`src/core/bfg_map.svh`:
```
// Contract
// - A newly written current code for the string picked by bit 4 starts a fade once fading is enabled.
// - A full-scale fade completes within 0.65 s or 1.3 s by rate setting.
// - Smaller changes fade proportionally faster, keeping the same ramp rate.
// - Control bit 5 picks fade time: 0 is 1.3 s, 1 is 0.65 s.
// - Control bit 4 fades the primary string at 0, secondary at 1.
// - Control bit 3 enables fading; when clear, codes apply at once.
// - Control bit 2 at 1 drives both strings from the primary code.
// - Control bits 1 and 0 switch primary and secondary sinks off or on.
// - Single-code mode with fade target 0 fades both strings together.
// - Primary code lives at 04H, secondary at 05H, 8 bits, 0.1 mA steps.
// - Three general-purpose pins; only pin 0 may serve as PWM input.
// - Pin control 06H bit 4 enables the PWM input use of pin 0.
// - Pin control bits 2:0 set each pin input at 0, output at 1.
// - With PWM input enabled, pin 0 is an input whatever its direction.
// - Output pins drive the matching bit of pin data register 07H.
// - Reading pin data returns the real pin levels in either direction.
// - Pins 1 and 2 are plain inputs or outputs, never PWM.
// - Per-string PWM gating bits at 2BH also need the pin 0 PWM enable.
// - PWM input is active high: selected string lit while pin high.
// - A serial write takes effect at the rising clock of the last ack.
`ifndef BFG_MAP_SVH
`define BFG_MAP_SVH
`define BFG_DEV_ADDR     7'h59
`define BFG_REG_BLCTL    8'h03
`define BFG_REG_PCUR     8'h04
`define BFG_REG_SCUR     8'h05
`define BFG_REG_PCTL     8'h06
`define BFG_REG_PDAT     8'h07
`define BFG_REG_GATE     8'h2b
`define BFG_MASK_BLCTL   8'h3f
`define BFG_MASK_PCTL    8'h17
`define BFG_MASK_PDAT    8'h07
`define BFG_MASK_GATE    8'h03
`define BFG_PCTL_PWM     4
`define BFG_GATE_PRI     1
`define BFG_GATE_SEC     0
`define BFG_RST_BYTE     8'h00
`define BFG_CLK_MHZ      20
`define BFG_FADE_SLOW_US 1300000
`define BFG_FADE_FAST_US 650000
`define BFG_FADE_STEPS   255
`define BFG_STEP_CYC(us) (((us) * `BFG_CLK_MHZ) / `BFG_FADE_STEPS)
`endif

```
`src/core/bfg_pkg.sv`:
```
package bfg_pkg;
    typedef struct packed {
        logic [1:0] unused;
        logic       fade_fast;
        logic       fade_sel;
        logic       fade_en;
        logic       single_dac_mode;
        logic       en_primary;
        logic       en_secondary;
    } bfg_ctl_t;

    typedef enum logic [3:0] {
        ST_IDLE, ST_ADDR, ST_ACKA, ST_REG, ST_ACKR,
        ST_WDATA, ST_ACKW, ST_RDATA, ST_RACK
    } bfg_state_t;
endpackage

```
`src/core/bfg_backlight.sv`:
```
`timescale 1ns/1ns
`default_nettype none
`include "bfg_map.svh"
module bfg_backlight #(
    parameter int TMR_W     = 17,
    parameter int STEP_SLOW = `BFG_STEP_CYC(`BFG_FADE_SLOW_US),
    parameter int STEP_FAST = `BFG_STEP_CYC(`BFG_FADE_FAST_US)
) (
    // Clock and reset.
    input  wire logic       clk_sys_i,
    input  wire logic       reset_i,
    // Serial register port.
    input  wire logic       scl_i,
    input  wire logic       sda_i,
    output var  logic       sda_o,
    output var  logic       sda_oe_o,
    // General-purpose pins.
    input  wire logic [2:0] gpio_i,
    output var  logic [2:0] gpio_o,
    output var  logic [2:0] gpio_oe_o,
    // Current sinks.
    output var  logic [7:0] main_code_o,
    output var  logic [7:0] sub_code_o,
    output var  logic       main_on_o,
    output var  logic       sub_on_o
);
    import bfg_pkg::*;

    if (STEP_FAST < 1 || STEP_SLOW < STEP_FAST ||
        STEP_SLOW >= (1 << TMR_W)) begin : g_bad
        $error("Fade step counts do not fit the timer.");
    end

    // Input synchronisers.
    logic [2:0] pin_s1, pin_s2;
    logic       scl_s1, scl_s2, scl_s3, sda_s1, sda_s2, sda_s3;
    always_ff @(posedge clk_sys_i) begin
        pin_s1 <= gpio_i;
        pin_s2 <= pin_s1;
        scl_s1 <= scl_i;
        scl_s2 <= scl_s1;
        scl_s3 <= scl_s2;
        sda_s1 <= sda_i;
        sda_s2 <= sda_s1;
        sda_s3 <= sda_s2;
    end

    logic scl_rise, scl_fall, bus_start, bus_stop;
    assign scl_rise  = scl_s2 & ~scl_s3;
    assign scl_fall  = ~scl_s2 & scl_s3;
    assign bus_start = scl_s2 & scl_s3 & sda_s3 & ~sda_s2;
    assign bus_stop  = scl_s2 & scl_s3 & ~sda_s3 & sda_s2;

    // Registers.
    bfg_ctl_t   ctl_reg, ctl_next;
    logic [7:0] pcur_reg, pcur_next, scur_reg, scur_next;
    logic [7:0] pctl_reg, pctl_next, pdat_reg, pdat_next;
    logic [7:0] gate_reg, gate_next;

    // Serial port state.
    bfg_state_t st_reg, st_next;
    logic [3:0] cnt_reg, cnt_next;
    logic [7:0] sh_reg, sh_next, ptr_reg, ptr_next;
    logic       oe_reg, oe_next, rw_reg, rw_next;
    logic       wr_en;
    logic [7:0] rd_val;

    // Unused positions read as zero since they are never stored.
    always_comb begin
        case (ptr_reg)
            `BFG_REG_BLCTL: rd_val = ctl_reg;
            `BFG_REG_PCUR:  rd_val = pcur_reg;
            `BFG_REG_SCUR:  rd_val = scur_reg;
            `BFG_REG_PCTL:  rd_val = pctl_reg;
            `BFG_REG_PDAT:  rd_val = {5'h00, pin_s2};
            `BFG_REG_GATE:  rd_val = gate_reg;
            default:        rd_val = `BFG_RST_BYTE;
        endcase
    end

    assign wr_en = (st_reg == ST_ACKW) && scl_rise;

    always_comb begin
        st_next  = st_reg;
        cnt_next = cnt_reg;
        sh_next  = sh_reg;
        ptr_next = ptr_reg;
        oe_next  = oe_reg;
        rw_next  = rw_reg;
        if (bus_stop) begin
            st_next = ST_IDLE;
            oe_next = 1'b0;
        end else if (bus_start) begin
            st_next  = ST_ADDR;
            cnt_next = 4'h0;
            oe_next  = 1'b0;
        end else if (scl_rise) begin
            case (st_reg)
                ST_ADDR, ST_REG, ST_WDATA: begin
                    if (cnt_reg != 4'h8) begin
                        sh_next  = {sh_reg[6:0], sda_s2};
                        cnt_next = cnt_reg + 4'h1;
                    end
                end
                ST_RDATA: cnt_next = cnt_reg + 4'h1;
                ST_ACKW:  ptr_next = ptr_reg + 8'h01;
                ST_RACK: begin
                    if (sda_s2) begin
                        st_next = ST_IDLE;
                    end else begin
                        ptr_next = ptr_reg + 8'h01;
                    end
                end
                default: st_next = st_reg;
            endcase
        end else if (scl_fall) begin
            case (st_reg)
                ST_ADDR: begin
                    if (cnt_reg == 4'h8) begin
                        if (sh_reg[7:1] == `BFG_DEV_ADDR) begin
                            st_next = ST_ACKA;
                            oe_next = 1'b1;
                            rw_next = sh_reg[0];
                        end else begin
                            st_next = ST_IDLE;
                        end
                    end
                end
                ST_ACKA, ST_RACK: begin
                    cnt_next = 4'h0;
                    if (st_reg == ST_RACK || rw_reg) begin
                        st_next = ST_RDATA;
                        sh_next = rd_val;
                        oe_next = ~rd_val[7];
                    end else begin
                        st_next = ST_REG;
                        oe_next = 1'b0;
                    end
                end
                ST_REG: begin
                    if (cnt_reg == 4'h8) begin
                        st_next  = ST_ACKR;
                        oe_next  = 1'b1;
                        ptr_next = sh_reg;
                    end
                end
                ST_ACKR, ST_ACKW: begin
                    st_next  = ST_WDATA;
                    oe_next  = 1'b0;
                    cnt_next = 4'h0;
                end
                ST_WDATA: begin
                    if (cnt_reg == 4'h8) begin
                        st_next = ST_ACKW;
                        oe_next = 1'b1;
                    end
                end
                ST_RDATA: begin
                    if (cnt_reg == 4'h8) begin
                        st_next = ST_RACK;
                        oe_next = 1'b0;
                    end else begin
                        sh_next = {sh_reg[6:0], 1'b0};
                        oe_next = ~sh_reg[6];
                    end
                end
                default: st_next = ST_IDLE;
            endcase
        end
    end

    always_ff @(posedge clk_sys_i) begin
        if (reset_i) begin
            st_reg  <= ST_IDLE;
            cnt_reg <= 4'h0;
            sh_reg  <= `BFG_RST_BYTE;
            ptr_reg <= `BFG_RST_BYTE;
            oe_reg  <= 1'b0;
            rw_reg  <= 1'b0;
        end else begin
            st_reg  <= st_next;
            cnt_reg <= cnt_next;
            sh_reg  <= sh_next;
            ptr_reg <= ptr_next;
            oe_reg  <= oe_next;
            rw_reg  <= rw_next;
        end
    end

    // Register writes land only at the rising clock of the final ack.
    always_comb begin
        ctl_next  = ctl_reg;
        pcur_next = pcur_reg;
        scur_next = scur_reg;
        pctl_next = pctl_reg;
        pdat_next = pdat_reg;
        gate_next = gate_reg;
        if (wr_en) begin
            case (ptr_reg)
                `BFG_REG_BLCTL: ctl_next  = sh_reg & `BFG_MASK_BLCTL;
                `BFG_REG_PCUR:  pcur_next = sh_reg;
                `BFG_REG_SCUR:  scur_next = sh_reg;
                `BFG_REG_PCTL:  pctl_next = sh_reg & `BFG_MASK_PCTL;
                `BFG_REG_PDAT:  pdat_next = sh_reg & `BFG_MASK_PDAT;
                `BFG_REG_GATE:  gate_next = sh_reg & `BFG_MASK_GATE;
                default:        gate_next = gate_reg;
            endcase
        end
    end

    // Fade timer and active codes.
    logic [TMR_W-1:0] tmr_reg, tmr_next, step_len;
    logic [7:0]       pact_reg, pact_next, sact_reg, sact_next;
    logic             tick, fade_pri, fade_sec;

    assign step_len = ctl_reg.fade_fast ? TMR_W'(STEP_FAST)
                                        : TMR_W'(STEP_SLOW);
    assign tick     = tmr_reg >= step_len - TMR_W'(1);
    assign fade_pri = ctl_reg.fade_en & ~ctl_reg.fade_sel;
    assign fade_sec = ctl_reg.fade_en & ctl_reg.fade_sel;

    // A fixed step interval keeps the ramp rate constant for any span.
    always_comb begin
        tmr_next  = tick ? '0 : tmr_reg + TMR_W'(1);
        pact_next = pact_reg;
        sact_next = sact_reg;
        if (!fade_pri) begin
            pact_next = pcur_reg;
        end else if (tick && pact_reg < pcur_reg) begin
            pact_next = pact_reg + 8'h01;
        end else if (tick && pact_reg > pcur_reg) begin
            pact_next = pact_reg - 8'h01;
        end
        if (!fade_sec) begin
            sact_next = scur_reg;
        end else if (tick && sact_reg < scur_reg) begin
            sact_next = sact_reg + 8'h01;
        end else if (tick && sact_reg > scur_reg) begin
            sact_next = sact_reg - 8'h01;
        end
    end

    // Outputs; pin 0 direction loses to the PWM input enable.
    logic [2:0] gpo_next, gpoe_next;
    logic [7:0] subc_next;
    logic       mon_next, son_next, pwm_en;
    assign pwm_en    = pctl_reg[`BFG_PCTL_PWM];
    assign gpoe_next = pctl_reg[2:0] & {2'b11, ~pwm_en};
    assign gpo_next  = pdat_reg[2:0];
    // In single-code mode the secondary follows the primary ramp too.
    assign subc_next = ctl_reg.single_dac_mode ? pact_next
                                               : sact_next;
    assign mon_next  = ctl_reg.en_primary &
        ~(pwm_en & gate_reg[`BFG_GATE_PRI] & ~pin_s2[0]);
    assign son_next  = ctl_reg.en_secondary &
        ~(pwm_en & gate_reg[`BFG_GATE_SEC] & ~pin_s2[0]);

    always_ff @(posedge clk_sys_i) begin
        if (reset_i) begin
            ctl_reg     <= bfg_ctl_t'(`BFG_RST_BYTE);
            pcur_reg    <= `BFG_RST_BYTE;
            scur_reg    <= `BFG_RST_BYTE;
            pctl_reg    <= `BFG_RST_BYTE;
            pdat_reg    <= `BFG_RST_BYTE;
            gate_reg    <= `BFG_RST_BYTE;
            tmr_reg     <= '0;
            pact_reg    <= `BFG_RST_BYTE;
            sact_reg    <= `BFG_RST_BYTE;
            sda_o       <= 1'b0;
            sda_oe_o    <= 1'b0;
            gpio_o      <= 3'h0;
            gpio_oe_o   <= 3'h0;
            main_code_o <= `BFG_RST_BYTE;
            sub_code_o  <= `BFG_RST_BYTE;
            main_on_o   <= 1'b0;
            sub_on_o    <= 1'b0;
        end else begin
            ctl_reg     <= ctl_next;
            pcur_reg    <= pcur_next;
            scur_reg    <= scur_next;
            pctl_reg    <= pctl_next;
            pdat_reg    <= pdat_next;
            gate_reg    <= gate_next;
            tmr_reg     <= tmr_next;
            pact_reg    <= pact_next;
            sact_reg    <= sact_next;
            sda_o       <= 1'b0;
            sda_oe_o    <= oe_next;
            gpio_o      <= gpo_next;
            gpio_oe_o   <= gpoe_next;
            main_code_o <= pact_next;
            sub_code_o  <= subc_next;
            main_on_o   <= mon_next;
            sub_on_o    <= son_next;
        end
    end
endmodule
`default_nettype wire

```
`config.mk`:
```
export PLATFORM = sky130hd
export DESIGN_NAME = bfg_backlight
export DESIGN_NICKNAME = d
export VERILOG_FILES = /design/src/core/bfg_pkg.sv /design/src/core/bfg_backlight.sv
export VERILOG_INCLUDE_DIRS = /design/src /design/src/core
export SDC_FILE = /design/constraint.sdc
export NUM_CORES = 1
export LEC_CHECK = 0
export ABC_AREA = 1
export BUFFER_PORTS_ARGS = -buffer_cell sky130_fd_sc_hd__buf_2
export CORE_MARGIN = 5
export CORE_UTILIZATION = 60
export DETAILED_ROUTE_END_ITERATION = 8
export GPL_ROUTABILITY_DRIVEN = 0
export PLACE_DENSITY = 0.78
export SYNTH_ARGS = -nofsm -noshare
export SYNTH_HDL_FRONTEND = slang
export SYNTH_SLANG_ARGS = --single-unit
```
`constraint.sdc`:
```
create_clock -name clk_sys_i -period 5.4 [get_ports clk_sys_i]
set_clock_uncertainty 0.15 [all_clocks]
set_input_delay 0.81 -clock clk_sys_i [delete_from_list [all_inputs] [get_ports clk_sys_i]]
set_output_delay 0.81 -clock clk_sys_i [all_outputs]
set_load 0.03 [all_outputs]
```
==> key figures, run 1 <==
Power
  – Maximum vdd drop: roughly 240 uV
  – Sw power: 477.8 uW
  – Reg power frac: 41.7%
  – Switching part of the total: ~22%
  – Power share of the clock group: 53.4%
  – Power share of the combinational group: 4.9%
  – Int Power: roughly 1700 uW
  – P per Cell Area: around 300 mW/mm^2
  – LEAKAGE: 0.003336 uW

Drt
  – 1st-iter DRT viols: about 520
  – Post-Route WL: around 16000 um
  – First-pass iteration count of the detailed router: 5
  – Final ANT Viol Nets: 0
  – Routed via count: roughly 6100
  – Average wire per standard cell: between 10 and 15 um
  – DRC Markers: 0
  – Routed vias/inst: ~5.5

Finish
  – Nets: roughly 1000
  – Most common cell after layout, fill and taps aside: nand2_1
  – Design area: about 0.0074 mm^2
  – Max FFs per register: 17
  – # diodes: 0
  – Syn-to-layout area delta: 12.79%
  – Most frequent cells in the layout: 188 x nand2_1, 118 x dfxtp_1, 112 x inv_1
  – # fillers: ~920
  – Share of cells above drive strength 1: a little under an eighth

Worst hold path
  – Hold Path Class: register to register

STA
  – Rel. slew slack: 50.22%
  – RSZ-0062 raised after global routing: false
  – Final setup margin: between 2 and 2.5 ns
  – Final number of setup-violating endpoints: 0
  – Max Fclk: approximately 0.3 GHz
  – Final setup TNS: 0 ns
  – Post-route minimum period: 3.334 ns
  – Fin crit share: between 60% and 70%
  – Final slew viol count: 0
  – Worst-Margin Slew: between 0.7 and 0.8 ns
  – Hold Vio Cnt, Final: 0

Global routing
  – Initial antenna violation count: 0
  – Global-route wire length before repair: 26450 um
  – Overflow left after global routing: 0
  – GRT Util Overall: about a quarter
  – Largest net degree at the start of global routing: 45
  – Vias in the first global route: around 5600

Yosys
  – Post-synthesis cell type count: 48
  – Mean post-synth cell area: a little over 7 um^2
  – Synth Cell Area: approximately 0.0065 mm^2
  – Post-Syn Instances: approximately 900
  – Main flop type after synthesis: dfxtp_1
  – Number of synthesized flops with an enable pin: 0
  – Mapped Nets: around 970
  – Seq/Total Area, Yosys: 36.14%
  – Ys async rst share: 0%
  – Synthesized flop and latch total: approximately 120
  – Synth warnings: 0

Floorplan
  – Io pins: 33
  – Die extent in x: between 100 and 150 um
  – Num rows: 38
  – Core Area: 0.01075 mm^2
  – Die Footprint: roughly 0.013 mm^2
  – Die Y: 114.4 um
  – Initial core utilization: around three fifths

Clock tree
  – Cts bufs inserted: 17
  – Post-CTS Resized: 0
  – TritonCTS clock tree: yes
  – Hold_buf cts: 0
  – Clock Path Buffers: 2
  – Latest clock arrival within the worst-skew pair: around 0.54 ns
  – Setup Fix Bufs, Post-CTS: 0
  – Clk sinks: roughly 120
  – CTS clk-pin slew, worst paths: ~0.05 ns
  – CTS H-tree lvls: 4
  – Root Driver: clkbuf_8

Place
  – IO buf count: 31
  – DP Wirelength: ~11000 um
  – Dpl ws: about 2.1 ns
  – Placed Area: 0.006768 mm^2

Flow run
  – Max-cap violation count: 0

Setup path
  – Critical path class: register to register
  – CP Max Fanout: 21
  – Setup crit start kind: register
  – Worst setup EP type: register
  – Crit path required time: 5.72 ns
  – Critical path arrival: 3.65 ns

Run status
  – Status: finished clean
## worst paths after layout
check                         start                      end  slack [ns]  cells past startpoint
setup / recovery     scl_s2$_DFF_P_  ptr_reg[7]$_SDFFE_PP0P_        2.07                      9
hold / removal    pin_s1[1]$_DFF_P_        pin_s2[1]$_DFF_P_        0.17                      0
setup reg to reg     scl_s2$_DFF_P_  ptr_reg[7]$_SDFFE_PP0P_        2.07                      9
hold reg to reg   pin_s1[1]$_DFF_P_        pin_s2[1]$_DFF_P_        0.17                      0
## layer usage
layer / up-vias / share of wire, % / GRT usage [%]
met5: - / 0 / 0
met4: 0 / 1.8 / 9.422
met3: 34 / 7.1 / 6.501
met2: 236 / 47 / 41.18
met1: 2687 / 44 / 32.19
li1: 3106 / - / -
## cells in the mapped netlist (3+ instances only)
library cell / number / area [um^2]
a211oi_1: 10 / 75.07
a211oi_2: 4 / 50.05
a21oi_1: 77 / 385.4
a31oi_1: 7 / 43.79
buf_2: 4 / 20.02
buf_4: 3 / 22.52
clkbuf_1: 11 / 41.29
clkinv_1: 3 / 11.26
dfxtp_1: 118 / 2362
ha_1: 37 / 462.9
inv_1: 112 / 420.4
inv_2: 18 / 67.56
nand2_1: 188 / 705.7
nand2_2: 4 / 25.02
nand3_1: 67 / 335.3
nand3b_1: 4 / 30.03
nand4_1: 17 / 106.4
nor2_1: 85 / 319.1
nor2_2: 7 / 43.79
nor2_4: 6 / 67.56
nor3_1: 19 / 95.09
nor3_2: 3 / 30.03
o21ai_0: 46 / 230.2
o21ai_1: 16 / 80.08
o22ai_1: 6 / 37.54
xnor2_1: 5 / 43.79
xor2_1: 15 / 131.4
## critical path: stages (launching register included)
cell and delay (ns):
dfxtp_1 0.37, ha_1 0.65, clkinv_1 0.65, nand2_1 0.25
o221ai_1 0.13, nor2_1 0.56, inv_2 0.14, nor2_1 0.16
o21ai_1 0.07, a21oi_1 0.13
## area by class of cell
class                   count  area [um^2]  area share [%]
well taps                 140        175.2           2.376
flip-flops and latches    118         2362           32.04
repair buffers             33        170.2           2.308
multi-input cells         652         3561           48.30
inverters                 133        499.2           6.772
clock inverters             8        147.6           2.003
clock buffers              23        456.7           6.195
## per-stage QoR
stage / hold WS, ns / cells / power (uW) / utilization (%)
after floorplan: 0.1596 / 925 / 998.3 / -
after global placement: 0.1604 / 1076 / 1025 / 62.98
after detailed placement: 0.1635 / 1076 / 1026 / 62.98
after CTS: 0.1764 / 1107 / 2184 / 68.61
after global routing: 0.1798 / 1107 / 2248 / 68.61
final: 0.1738 / 1107 / 2166 / 68.61
## power by group through the flow
stage | combinational (uW) | clock (uW) | sequential [uW]
CTS | 105 | 1180 | 903
global placement | 104 | 0 | 921
detailed placement | 104 | 0 | 921
global route | 120 | 1220 | 905
finish | 107 | 1160 | 903
floorplan | 81.6 | 0 | 917
## cells by family after synthesis
family / count (synthesis) / share of synthesized area (%)
xor gates and xnor gates: 20 / 2.680
buffers and inverters: 155 / 9.380
adders and majority gates: 37 / 7.083
DFF: 118 / 36.14
and+or+nand+nor: 417 / 29.44
other: 1 / 0.05737
AOI/OAI and AO/OA: 177 / 15.22
Note: power is estimated with default switching activity, not from simulation.
==> run 2: changes to the inputs <==
==> constraint.sdc (replaced) <==
create_clock -name clk_sys_i -period 3.35 [get_ports clk_sys_i]
set_clock_uncertainty 0.15 [all_clocks]
set_input_delay 0.5025 -clock clk_sys_i [delete_from_list [all_inputs] [get_ports clk_sys_i]]
set_output_delay 0.5025 -clock clk_sys_i [all_outputs]
set_load 0.03 [all_outputs]
==> run 2 against run 1 <==
  * Non-clock buffer count up 8
  * Combinational power up 67%
  * Maximum frequency up 24%
  * Global-route usage up 0.76 points
  * Design area up 1.2%
  * Die area unchanged
  * Worst hold slack better by 0.0021 ns
  * Total power up 63%
  * Sequential power up 62%
  * Sequential share of layout area down 0.38 points
  * Core utilization up 0.83 points
  * Critical endpoint is now sub_code_o[7]$_SDFF_PP0_
==> key figures, run 2 (same netlist as run 1, synthesis figures left out) <==
Clock tree
  – CTS H-tree lvls: 4 (unchanged)
  – Clk sinks: 118 (unchanged)
  – Clock Path Buffers: 2 (unchanged)
  – TritonCTS clock tree: yes
  – Post-CTS Resized: 0 (unchanged)
  – Cts bufs inserted: 17 (unchanged)
  – Root Driver: clkbuf_8
  – CTS clk-pin slew, worst paths: 0.06 ns (about the same)
  – Setup Fix Bufs, Post-CTS: 0 (unchanged)
  – Hold_buf cts: 5 (+5)
  – Latest clock arrival within the worst-skew pair: 0.52 ns (-0.02 ns)

Setup path
  – Critical path arrival: 2.97 ns (-0.68 ns)
  – CP Max Fanout: 23 (+9.5%)
  – Crit path required time: 3.63 ns (-2.09 ns)
  – Critical path class: register to register
  – Largest delay share family, worst path: simple AND/OR/NAND/NOR gates
  – Worst setup EP type: register
  – Critical-path top delay cell: dfxtp_1
  – Most common cell on crit path: nand2_1
  – Setup crit start kind: register
  – Critical path, cell by cell: inv_1 > ha_1 > or2_1 > nand2_1 > nand2_1 > nand2_1 > nand3_4 > nand2_1 > inv_1 > nand2_1 > nand3_1 > nand2_1 > nand2_1 > nand2_1 > inv_1
  – Critical Path Max Stage Delay: 0.43 ns (-0.22 ns)
  – CP Buf/Inv Count: 3 (+1)

Drt
  – First-pass iteration count of the detailed router: 5 (unchanged)
  – Routed via count: 6229 (+2.7%)
  – Routed vias/inst: 5.587 (+2.0%)
  – 1st-iter DRT viols: 644 (+23%)
  – Post-Route WL: 16270 um (+3.4%)
  – Final ANT Viol Nets: 0 (unchanged)
  – Average wire per standard cell: 14.60 um (+2.7%)
  – DRC Markers: 0 (unchanged)

Worst hold path
  – Hold Path Class: register to register

Power
  – Maximum vdd drop: 608.8 uV (+150%)
  – LEAKAGE: 0.003394 uW (+1.7%)
  – P per Cell Area: 474.5 mW/mm^2 (+61%)

Finish
  – Share of cells above drive strength 1: 12.31% (+0.52 points)
  – # diodes: 0 (unchanged)
  – Most frequent cells in the layout: 188 x nand2_1, 118 x dfxtp_1, 112 x inv_1
  – Syn-to-layout area delta: 14.15%
  – Most common cell after layout, fill and taps aside: nand2_1
  – Nets: 1007 (+0.80%)
  – Max FFs per register: 17 (unchanged)

Floorplan
  – Die Y: 114.4 um (unchanged)
  – Core Area: 0.01075 mm^2 (unchanged)
  – Die Footprint: 0.01308 mm^2 (unchanged)
  – Die extent in x: 114.4 um (unchanged)
  – Initial core utilization: 60.83% (unchanged)
  – Num rows: 38 (unchanged)
  – Io pins: 33 (unchanged)

STA
  – Max Fclk: 0.3713 GHz (+24%)
  – Fin crit share: 80.39% (+19 points)
  – Final setup TNS: 0 ns (unchanged)
  – Final number of setup-violating endpoints: 0 (unchanged)
  – Rel. slew slack: 49.78% (-0.44 points)
  – Hold Vio Cnt, Final: 0 (unchanged)
  – Worst-Margin Slew: 0.7505 ns (+0.006579 ns)
  – Final slew viol count: 0 (unchanged)
  – Final setup margin: 0.6568 ns (-1.409 ns)
  – Post-route minimum period: 2.693 ns (-0.6405 ns)
  – RSZ-0062 raised after global routing: false

Global routing
  – Largest net degree at the start of global routing: 36 (-20%)
  – Initial antenna violation count: 0 (unchanged)
  – Vias in the first global route: 5871 (+4.0%)
  – GRT Util Overall: 26.00% (+0.76 points)
  – Global-route wire length before repair: 27400 um (+3.6%)
  – Overflow left after global routing: 0 (unchanged)

Place
  – Dpl ws: 0.6772 ns (-1.440 ns)
  – IO buf count: 31 (unchanged)
  – DP Wirelength: 11490 um (+5.3%)

Flow run
  – Max-cap violation count: 0 (unchanged)

Run status
  – Status: finished clean
[run 2: cell count changes in the layout (fill, tap and decap cells not counted)]
| cell | before | now |
|---|---|---|
| dlygate4sd3_1 | 0 | 5 |
| buf_4 | 2 | 5 |
| clkbuf_1 | 4 | 1 |
| clkinv_2 | 1 | 4 |
| clkbuf_8 | 3 | 5 |
| clkinvlp_4 | 3 | 1 |
[run 2: area by class of cell]
cell class,count,area [um^2]
inverter,133,499.2
fill,948,3284
timing repair buffer,41,242.7
sequential,118,2362
multi-input combinational,652,3561
clock buffer,22,473.0
clock inverter,9,147.6
tap,140,175.2
[run 2: power by group]
part	internal (uW)	switching, uW
combinational	55.0	124
sequential	1430	25.1
clock	1280	628
total	2760	777
[run 2: through the flow]
step | hold WS [ns] | utilization [%] | cells | total power, uW | area (um^2)
after floorplan | 0.1596 | - | 925 | 1609 | 6536
after global placement | 0.1617 | 63.19 | 1079 | 1653 | 6790
after detailed placement | 0.1621 | 63.19 | 1079 | 1655 | 6790
after CTS | 0.1733 | 69.43 | 1115 | 3558 | 7461
after global routing | 0.1827 | 69.43 | 1115 | 3648 | 7461
final | 0.1759 | 69.43 | 1115 | 3540 | 7461
[run 2: final timing paths]
check / slack, ns / cells after the start / from / to
worst min-delay path: 0.18 / 0 / pin_s1[0]$_DFF_P_ / pin_s2[0]$_DFF_P_
worst min register to register: 0.18 / 0 / pin_s1[0]$_DFF_P_ / pin_s2[0]$_DFF_P_
worst max-delay path: 0.66 / 15 / ctl_reg[5]$_SDFFE_PP0P_ / sub_code_o[7]$_SDFF_PP0_
worst max register to register: 0.66 / 15 / ctl_reg[5]$_SDFFE_PP0P_ / sub_code_o[7]$_SDFF_PP0_
[run 2: worst register-to-register path: cells and delay by family (launching register included)]
kind	cells	cell delay, ns
simple gates	11	1.39
buf+inv	3	0.28
fa+ha+maj	1	0.33
flops	1	0.43
[run 2: layer usage]
| layer | routed length (um) | part of all wire, % | GRT usage (%) | up-vias |
|---|---|---|---|---|
| met5 | 0 | 0 | 0 | - |
| met3 | 993 | 6.1 | 5.338 | 33 |
| met1 | 7166 | 44 | 32.96 | 2861 |
| met2 | 7732 | 48 | 43.29 | 218 |
| met4 | 381 | 2.3 | 10.45 | 0 |
| li1 | - | - | - | 3117 |
